File: config.mk
export PLATFORM = sky130hd
export DESIGN_NAME = osc_source_ctrl
export DESIGN_NICKNAME = d
export VERILOG_FILES = /design/src/osc_pkg.sv /design/src/osc_stab_if.sv /design/src/osc_source_ctrl.sv /design/src/osc_stab_timer.sv
export SDC_FILE = /design/constraint.sdc
export NUM_CORES = 1
export LEC_CHECK = 0
export BUFFER_PORTS_ARGS = -buffer_cell sky130_fd_sc_hd__buf_2
export CELL_PAD_IN_SITES_DETAIL_PLACEMENT = 1
export CELL_PAD_IN_SITES_GLOBAL_PLACEMENT = 1
export CORE_MARGIN = 5
export CORE_UTILIZATION = 35
export DETAILED_ROUTE_END_ITERATION = 6
export GPL_ROUTABILITY_DRIVEN = 1
export PLACE_DENSITY_LB_ADDON = 0.1
export RECOVER_POWER = 100
export SLEW_MARGIN = 5
export SYNTH_ARGS = -nofsm -noshare
export SYNTH_HDL_FRONTEND = slang
export SYNTH_HIERARCHICAL = 1
export SYNTH_SLANG_ARGS = --single-unit
File: constraint.sdc
create_clock -name pclk -period 1.9 [get_ports pclk]
set_input_delay 0.19 -clock pclk [delete_from_list [all_inputs] [get_ports pclk]]
set_output_delay 0.19 -clock pclk [all_outputs]
set_load 0.01 [all_outputs]
File: src/osc_pkg.sv
// constants and types for the oscillator source control block
// Functional notes
// - Hardware sets the stable flag; the clock is held back until then.
// - An unmasked ready event of the oscillator raises the interrupt.
// - Setting enable starts the oscillator and clearing it stops it.
// - Bypass plus enable accepts an outside clock up to 48 MHz instead.
// - Bypass on two-pin parts takes the input pin, frees the output pin.
// - The 16 MHz RC clock may be the system clock after a stop wakeup.
// - On oscillator failure the RC clock can take over as backup.
// - One edge after each reset release the factory value loads into the 8-bit read-only field.
// - A 5-bit writable trim field tunes the RC clock during operation.
package osc_pkg;
   localparam int unsigned OSC_ADDR_W     = 12;
   localparam logic [11:0] OSC_CTRL_OFF   = 12'h000;
   localparam logic [11:0] OSC_CALIB_OFF  = 12'h004;
   localparam logic [11:0] OSC_ISTAT_OFF  = 12'h008;
   localparam logic [11:0] OSC_IMASK_OFF  = 12'h00C;
   localparam logic [11:0] OSC_STATUS_OFF = 12'h010;

   // control register bits
   localparam int unsigned OSC_EN_BIT     = 0;
   localparam int unsigned OSC_BYP_BIT    = 1;
   localparam int unsigned OSC_RDY_BIT    = 2;
   localparam int unsigned OSC_CSS_BIT    = 3;
   localparam int unsigned OSC_WAKE_BIT   = 4;
   localparam int unsigned OSC_SELX_BIT   = 5;

   // calibration register fields
   localparam int unsigned OSC_CAL_LSB    = 0;
   localparam int unsigned OSC_CAL_W      = 8;
   localparam int unsigned OSC_TRIM_LSB   = 8;
   localparam int unsigned OSC_TRIM_W     = 5;
   localparam logic [4:0]  OSC_TRIM_RST   = 5'h10;

   // interrupt status and mask layout
   localparam int unsigned OSC_INT_W      = 2;
   localparam int unsigned OSC_INT_RDY    = 0;
   localparam int unsigned OSC_INT_FAIL   = 1;

   // status register bits
   localparam int unsigned OSC_STS_EXT    = 0;
   localparam int unsigned OSC_STS_WAIT   = 1;

   localparam int unsigned OSC_RC_MHZ     = 16;
   localparam int unsigned OSC_BYP_MAX_MHZ = 48;

   localparam int unsigned OSC_CLK_PERIOD_NS = 20;
   localparam int unsigned OSC_STAB_TIME_NS  = 2000;
   localparam int unsigned OSC_STAB_CYCLES   =
      (OSC_STAB_TIME_NS + OSC_CLK_PERIOD_NS - 1) / OSC_CLK_PERIOD_NS;

   typedef enum logic [1:0] {
      OSC_SRC_RC,
      OSC_SRC_WAIT,
      OSC_SRC_EXT
   } osc_src_t;
endpackage

File: src/osc_stab_if.sv
// settling handshake between the control logic and its timer
`timescale 1ns/10ps
interface osc_stab_if;
   logic run;
   logic stable;
   modport timer (input run, output stable);
   modport ctrl  (output run, input stable);
endinterface

File: src/osc_source_ctrl.sv
// oscillator source control with apb registers and interrupt
//
// Local design decisions: the APB register port and the register addresses.
`timescale 1ns/10ps
module osc_source_ctrl #(
   parameter int unsigned STAB_CYCLES   = osc_pkg::OSC_STAB_CYCLES,
   parameter bit          HAS_BOTH_PINS = 1'b1
) (
   input  wire logic        pclk,
   input  wire logic        presetn,
   input  wire logic        psel,
   input  wire logic        penable,
   input  wire logic        pwrite,
   input  wire logic [11:0] paddr,
   input  wire logic [31:0] pwdata,
   output logic      [31:0] prdata,
   output logic             pready,
   output logic             pslverr,
   input  wire logic        ext_clk_present,
   input  wire logic        stop_wakeup,
   input  wire logic [7:0]  factory_cal,
   output logic             ext_osc_amp_en,
   output logic             ext_osc_bypass,
   output logic             ext_clk_in_en,
   output logic             clock_input_pin_sel,
   output logic             oscillator_output_pin_release,
   output logic             ext_clk_gate_en,
   output logic             sysclk_sel_ext,
   output logic [7:0]       rc_factory_calibration,
   output logic [4:0]       rc_user_trim,
   output logic             irq
);
   logic                 en_reg, en_next;
   logic                 byp_reg, byp_next;
   logic                 css_reg, css_next;
   logic                 wake_reg, wake_next;
   logic                 selx_reg, selx_next;
   logic [7:0]           cal_reg, cal_next;
   logic                 calp_reg, calp_next;
   logic [4:0]           trim_reg, trim_next;
   logic [1:0]           stat_reg, stat_next;
   logic [1:0]           mask_reg, mask_next;
   logic [31:0]          rdata_reg, rdata_next;
   logic                 irq_reg, irq_next;
   logic                 rdy_d_reg, rdy_d_next;
   osc_pkg::osc_src_t    src_reg, src_next;
   logic                 sysx_reg, sysx_next;

   logic                 wr_acc;
   logic                 rd_setup;
   logic                 hit_ctrl, hit_calib, hit_stat, hit_mask, hit_sts;
   logic                 hit_any;
   logic                 fail_evt;
   logic                 wake_rc;
   logic [1:0]           evt;
   logic [1:0]           clr;
   logic [31:0]          rd_mux;
   logic                 ext_osc_stable_seen;

   osc_stab_if stab ();

   osc_stab_timer #(
      .CYCLES (STAB_CYCLES)
   ) u_timer (
      .pclk    (pclk),
      .presetn (presetn),
      .stab    (stab)
   );

   // oscillator runs only while enabled and a clock is seen
   assign stab.run = en_reg & ext_clk_present;

   assign hit_ctrl  = (paddr == osc_pkg::OSC_CTRL_OFF);
   assign hit_calib = (paddr == osc_pkg::OSC_CALIB_OFF);
   assign hit_stat  = (paddr == osc_pkg::OSC_ISTAT_OFF);
   assign hit_mask  = (paddr == osc_pkg::OSC_IMASK_OFF);
   assign hit_sts   = (paddr == osc_pkg::OSC_STATUS_OFF);
   assign hit_any   = hit_ctrl | hit_calib | hit_stat | hit_mask | hit_sts;
   assign wr_acc    = psel & penable & pwrite & hit_any;
   assign rd_setup  = psel & ~penable & ~pwrite;

   // zero wait state; read data is captured in the setup cycle
   assign pready  = 1'b1;
   assign pslverr = psel & penable & ~hit_any;

   // loss of clock while settled counts as failure only with detection on
   assign fail_evt = css_reg & stab.stable & ~ext_clk_present;
   assign wake_rc  = stop_wakeup & wake_reg;
   assign evt[osc_pkg::OSC_INT_RDY]  = stab.stable & ~rdy_d_reg;
   assign evt[osc_pkg::OSC_INT_FAIL] = fail_evt;
   assign clr = (wr_acc & hit_stat) ? pwdata[1:0] : 2'h0;

   always_comb begin
      rd_mux = 32'h0000_0000;
      if (hit_ctrl) begin
         rd_mux[osc_pkg::OSC_EN_BIT]   = en_reg;
         rd_mux[osc_pkg::OSC_BYP_BIT]  = byp_reg;
         rd_mux[osc_pkg::OSC_RDY_BIT]  = stab.stable;
         rd_mux[osc_pkg::OSC_CSS_BIT]  = css_reg;
         rd_mux[osc_pkg::OSC_WAKE_BIT] = wake_reg;
         rd_mux[osc_pkg::OSC_SELX_BIT] = selx_reg;
      end else if (hit_calib) begin
         rd_mux[osc_pkg::OSC_CAL_LSB +: osc_pkg::OSC_CAL_W]   = cal_reg;
         rd_mux[osc_pkg::OSC_TRIM_LSB +: osc_pkg::OSC_TRIM_W] = trim_reg;
      end else if (hit_stat) begin
         rd_mux[1:0] = stat_reg;
      end else if (hit_mask) begin
         rd_mux[1:0] = mask_reg;
      end else if (hit_sts) begin
         rd_mux[osc_pkg::OSC_STS_EXT]  = sysx_reg;
         rd_mux[osc_pkg::OSC_STS_WAIT] = (src_reg == osc_pkg::OSC_SRC_WAIT);
      end
   end

   always_comb begin
      en_next    = en_reg;
      byp_next   = byp_reg;
      css_next   = css_reg;
      wake_next  = wake_reg;
      selx_next  = selx_reg;
      trim_next  = trim_reg;
      mask_next  = mask_reg;
      rdata_next = rdata_reg;
      rdy_d_next = stab.stable;
      calp_next  = 1'b0;
      cal_next   = cal_reg;
      // strap taken one edge after release, never under reset
      if (calp_reg) begin
         cal_next = factory_cal;
      end
      if (wr_acc && hit_ctrl) begin
         en_next   = pwdata[osc_pkg::OSC_EN_BIT];
         css_next  = pwdata[osc_pkg::OSC_CSS_BIT];
         wake_next = pwdata[osc_pkg::OSC_WAKE_BIT];
         selx_next = pwdata[osc_pkg::OSC_SELX_BIT];
         // bypass only changes while the oscillator is off
         if (!en_reg) begin
            byp_next = pwdata[osc_pkg::OSC_BYP_BIT];
         end
      end
      if (wr_acc && hit_calib) begin
         trim_next =
            pwdata[osc_pkg::OSC_TRIM_LSB +: osc_pkg::OSC_TRIM_W];
      end
      if (wr_acc && hit_mask) begin
         mask_next = pwdata[1:0];
      end
      if (fail_evt) begin
         en_next = 1'b0;
      end
      if (wake_rc) begin
         selx_next = 1'b0;
      end
      // set wins over a simultaneous write-one clear
      stat_next = (stat_reg & ~clr) | evt;
      irq_next  = |(stat_next & mask_next);
      if (rd_setup) begin
         rdata_next = rd_mux;
      end
   end

   always_ff @(posedge pclk or negedge presetn) begin
      if (!presetn) begin
         en_reg    <= 1'b0;
         byp_reg   <= 1'b0;
         css_reg   <= 1'b0;
         wake_reg  <= 1'b0;
         selx_reg  <= 1'b0;
         cal_reg   <= 8'h00;
         calp_reg  <= 1'b1;
         trim_reg  <= osc_pkg::OSC_TRIM_RST;
         stat_reg  <= 2'h0;
         mask_reg  <= 2'h0;
         rdata_reg <= 32'h0000_0000;
         irq_reg   <= 1'b0;
         rdy_d_reg <= 1'b0;
      end else begin
         en_reg    <= en_next;
         byp_reg   <= byp_next;
         css_reg   <= css_next;
         wake_reg  <= wake_next;
         selx_reg  <= selx_next;
         cal_reg   <= cal_next;
         calp_reg  <= calp_next;
         trim_reg  <= trim_next;
         stat_reg  <= stat_next;
         mask_reg  <= mask_next;
         rdata_reg <= rdata_next;
         irq_reg   <= irq_next;
         rdy_d_reg <= rdy_d_next;
      end
   end

   // system clock source: rc unless external is settled and requested
   always_comb begin
      src_next = src_reg;
      unique case (src_reg)
         osc_pkg::OSC_SRC_RC: begin
            if (selx_reg && en_reg) begin
               src_next = osc_pkg::OSC_SRC_WAIT;
            end
         end
         osc_pkg::OSC_SRC_WAIT: begin
            // wakeup must not let a late settle switch to external
            if (!(selx_reg && en_reg) || wake_rc) begin
               src_next = osc_pkg::OSC_SRC_RC;
            end else if (stab.stable && stab.run) begin
               src_next = osc_pkg::OSC_SRC_EXT;
            end
         end
         osc_pkg::OSC_SRC_EXT: begin
            if (fail_evt || wake_rc || !selx_reg || !stab.run) begin
               src_next = osc_pkg::OSC_SRC_RC;
            end
         end
         default: begin
            src_next = osc_pkg::OSC_SRC_RC;
         end
      endcase
      sysx_next = (src_next == osc_pkg::OSC_SRC_EXT);
   end

   always_ff @(posedge pclk or negedge presetn) begin
      if (!presetn) begin
         src_reg  <= osc_pkg::OSC_SRC_RC;
         sysx_reg <= 1'b0;
      end else begin
         src_reg  <= src_next;
         sysx_reg <= sysx_next;
      end
   end

   assign prdata                 = rdata_reg;
   assign irq                    = irq_reg;
   assign ext_osc_amp_en         = en_reg & ~byp_reg;
   assign ext_osc_bypass         = en_reg & byp_reg;
   assign ext_clk_in_en          = en_reg;
   // single-pin parts take the outside clock on the dedicated input
   assign clock_input_pin_sel    = en_reg & byp_reg & ~HAS_BOTH_PINS;
   assign oscillator_output_pin_release =
      en_reg & byp_reg & HAS_BOTH_PINS;
   assign ext_clk_gate_en        = stab.stable;
   assign sysclk_sel_ext         = sysx_reg;
   assign rc_factory_calibration = cal_reg;
   assign rc_user_trim           = trim_reg;

   assign ext_osc_stable_seen = stab.stable;
endmodule

File: src/osc_stab_timer.sv
// settling timer of the external oscillator
`timescale 1ns/10ps
module osc_stab_timer #(
   parameter int unsigned CYCLES = osc_pkg::OSC_STAB_CYCLES
) (
   input wire logic   pclk,
   input wire logic   presetn,
   osc_stab_if.timer  stab
);
   localparam int unsigned CW = $clog2(CYCLES + 1);
   localparam logic [CW-1:0] LAST = CW'(CYCLES - 1);

   logic [CW-1:0] cnt_reg;
   logic [CW-1:0] cnt_next;
   logic          stable_reg;
   logic          stable_next;

   always_comb begin
      cnt_next    = cnt_reg;
      stable_next = stable_reg;
      if (!stab.run) begin
         // any drop restarts the full interval
         cnt_next    = '0;
         stable_next = 1'b0;
      end else if (!stable_reg) begin
         if (cnt_reg == LAST) begin
            stable_next = 1'b1;
         end else begin
            cnt_next = cnt_reg + 1'b1;
         end
      end
   end

   always_ff @(posedge pclk or negedge presetn) begin
      if (!presetn) begin
         cnt_reg    <= '0;
         stable_reg <= 1'b0;
      end else begin
         cnt_reg    <= cnt_next;
         stable_reg <= stable_next;
      end
   end

   assign stab.stable = stable_reg;
endmodule

==> flow_summary.json <==
{
  "die_width_microns": 94.9,
  "regToRegStartpoint": "u_timer/cnt_reg[0]",
  "period_needed_ns": 1.64,
  "r2r-end": "u_timer/cnt_reg[2]",
  "max-slew-margin-rel_pct": 18.6,
  "gp_congestion": 0.755,
  "rows": 31,
  "synthTopCellsByArea": "dfrtp_1, buf_4, mux2_2",
  "drt_iter0_drc": 50,
  "synth_common_cells": "dfrtp_1, buf_4, nand2_1",
  "track_usage_pct": 15.0,
  "routedWlPerCell_microns": 15.7,
  "coreArea_sq_mm": 0.00714,
  "worstPathMaxFanout": 3,
  "outcome": "complete, no violations",
  "drtPass1Iterations": 2,
  "hold_class": "in2reg",
  "postRouteAntennaNets": 0,
  "synthAdderAreaFrac_pct": 0.496,
  "synth_compound_area_share_pct": 11.1,
  "slowest_stage": "or4_1",
  "antenna_found_initial": 0,
  "hold_viol": 0,
  "layout.nets": 376,
  "synth_area_sq_mm": 0.00252,
  "rsz0062_at_grt": "false",
  "drc": 0,
  "initial_utilization_pct": 35.3,
  "min_from": "stop_wakeup",
  "diodes": 0,
  "synthMuxAreaShare_pct": 8.43,
  "netlist.area_leader.share_pct": 46.6,
  "cts_buffers": 5,
  "ios": 114,
  "die_area_sq_mm": 0.00901,
  "cpMostUsedCell": "buf_2",
  "powerDensity_mw_per_mm2": 693,
  "worstPathArrival_ns": 1.45,
  "reg2reg_slack_ns": 0.38,
  "min_period_over_period_pct": 86.2,
  "clk_latency_ns": 0.30,
  "cap_violations": 0,
  "area_growth_syn_to_layout_pct": 20.1,
  "synth-main-ff-cell": "dfrtp_1",
  "ir_drop_mv": 0.303,
  "critPathLaunchType": "input pin",
  "grt_overflow_total": 0,
  "max_stage_delay_ns": 0.59,
  "largest_register_ffs": 13,
  "synth-edff-count": 0,
  "synthArstFlopShare_pct": 100,
  "placed_cell_area_sq_mm": 0.00297,
  "drt-total-wl_microns": 6520,
  "fp.dieH_microns": 94.9,
  "cts_tree": "built",
  "ys_types": 52,
  "total_power_mw": 2.10,
  "design_area_sq_mm": 0.00303,
  "slew_viol_final": 0,
  "clk_pin_slew_ns": 0.10,
  "finalSetupViolCount": 0,
  "clock-sinks": 49,
  "yosysMostFrequentCell": "dfrtp_1",
  "synthSimpleGateAreaFrac_pct": 21.4,
  "synth-xor-area-share_pct": 0.694,
  "cts_htree_levels": 2,
  "crit_type": "in2out",
  "yosysTopAreaCell": "dfrtp_1",
  "via_count": 2005,
  "clk_path_buf_depth": 2,
  "fmax_ghz": 0.611,
  "cp_cell_sequence": "buf_2 > or4_1 > nor2_1 > a21o_1 > a21oi_1 > buf_2",
  "drive_above_1_share_pct": 24.0,
  "grt_max_degree": 30,
  "hold_depth": 2,
  "ys_ff_latch": 49,
  "viasPerCell": 4.82,
  "reg2reg_depth": 4,
  "whs_endpoint": "selx_reg",
  "finClkSkew_ns": 0.00812,
  "synth_top_family_by_area": "simple AND/OR/NAND/NOR gates",
  "final.setup.tns_ns": 0,
  "yosysSeqAreaShare_pct": 48.7,
  "whs_ns": 0.0684,
  "p_leak_nw": 1.40,
  "grt_pass1_vias": 2034,
  "portBuffers": 70,
  "root_buffer": "clkbuf_8",
  "required_ns": 1.71,
  "ctsResizeCount": 0,
  "grt_pass1_wl_microns": 10400,
  "worst_slew_pin_slew_ns": 1.22,
  "endpoint_kind": "primary output",
  "syn-instance-count": 236,
  "syn_area_per_cell_sq_um": 10.7,
  "hpwl_microns": 5140,
  "yosys_warnings": 6
}
-- power breakdown --
part | internal (mW) | leakage, nW | switching (mW) | total (mW)
Sequential | 1.08 | 0.645 | 0.0311 | 1.11
Clock | 0.394 | 0.0543 | 0.367 | 0.761
Combinational | 0.0900 | 0.699 | 0.136 | 0.226
-- final cells by class --
cell class | instances | area [sq um]
multi-input combinational | 174 | 1140
tap | 99 | 124
inverter | 3 | 11.3
clock buffer | 5 | 68.8
clock inverter | 3 | 46.3
fill | 861 | 4110
timing repair buffer | 83 | 413
sequential | 49 | 1230
-- stage by stage --
step | instances | utilization, % | setup WS (ns)
3_5_place_dp | 407 | 41.5 | 0.118
3_3_place_gp | 407 | 41.5 | 0.132
6_report | 416 | 42.5 | 0.262
5_1_grt | 416 | 42.5 | 0.134
4_1_cts | 416 | 43.3 | 0.319
2_1_floorplan | 256 | - | 0.381
-- placed cells by master (no fill, tap or decap), drive strengths merged, types with 4 or more instances in the layout --
cell type	synthesis	layout
a221oi	4	4
conb	2	22
nand3	13	13
nor4	4	4
clkbuf	3	40
nor2b	5	5
nand2	24	24
buf	26	47
and2	4	4
nand4	4	4
nand4b	4	4
a21oi	8	8
mux2	18	18
nor2	15	15
dfrtp	47	47
nand2b	5	5
o21ai	4	4
-- metal layers --
metal / vias up / GRT usage [%] / share of wire (%)
li1: 970 / - / -
met1: 979 / 19.7 / 44
met2: 51 / 25.0 / 49
met3: 5 / 3.59 / 5.7
met4: 0 / 3.25 / 0.92
met5: - / 0 / 0
-- worst max-delay path: cells and delay by family --
| kind | cells | cell delay [ns] |
|---|---|---|
| AOI/OAI and AO/OA | 2 | 0.17 |
| buffers and inverters | 2 | 0.26 |
| and+or+nand+nor | 2 | 0.82 |
-- cell families after synthesis --
family / Yosys count
mux: 19
other cells: 2
xor+xnor: 2
flops: 49
fa+ha+maj: 1
compound gates: 38
simple gates: 92
buf+inv: 33
-- repair_timing --
item                                   4_1_cts  5_1_grt
buffers inserted                             0        0
endpoints found under the hold margin       20        0
hold buffers                                 1        0
-- worst max path at each step --
stage	start	endpoint	slack [ns]
finish	paddr[5]	pslverr	0.26
global route	paddr[9]	rc_user_trim[1]	0.13
detailed placement	paddr[9]	prdata[5]	0.12
CTS	paddr[5]	pslverr	0.32
floorplan	paddr[5]	irq	0.38
global placement	paddr[9]	prdata[5]	0.13
Power figures use the tool's default switching activity.
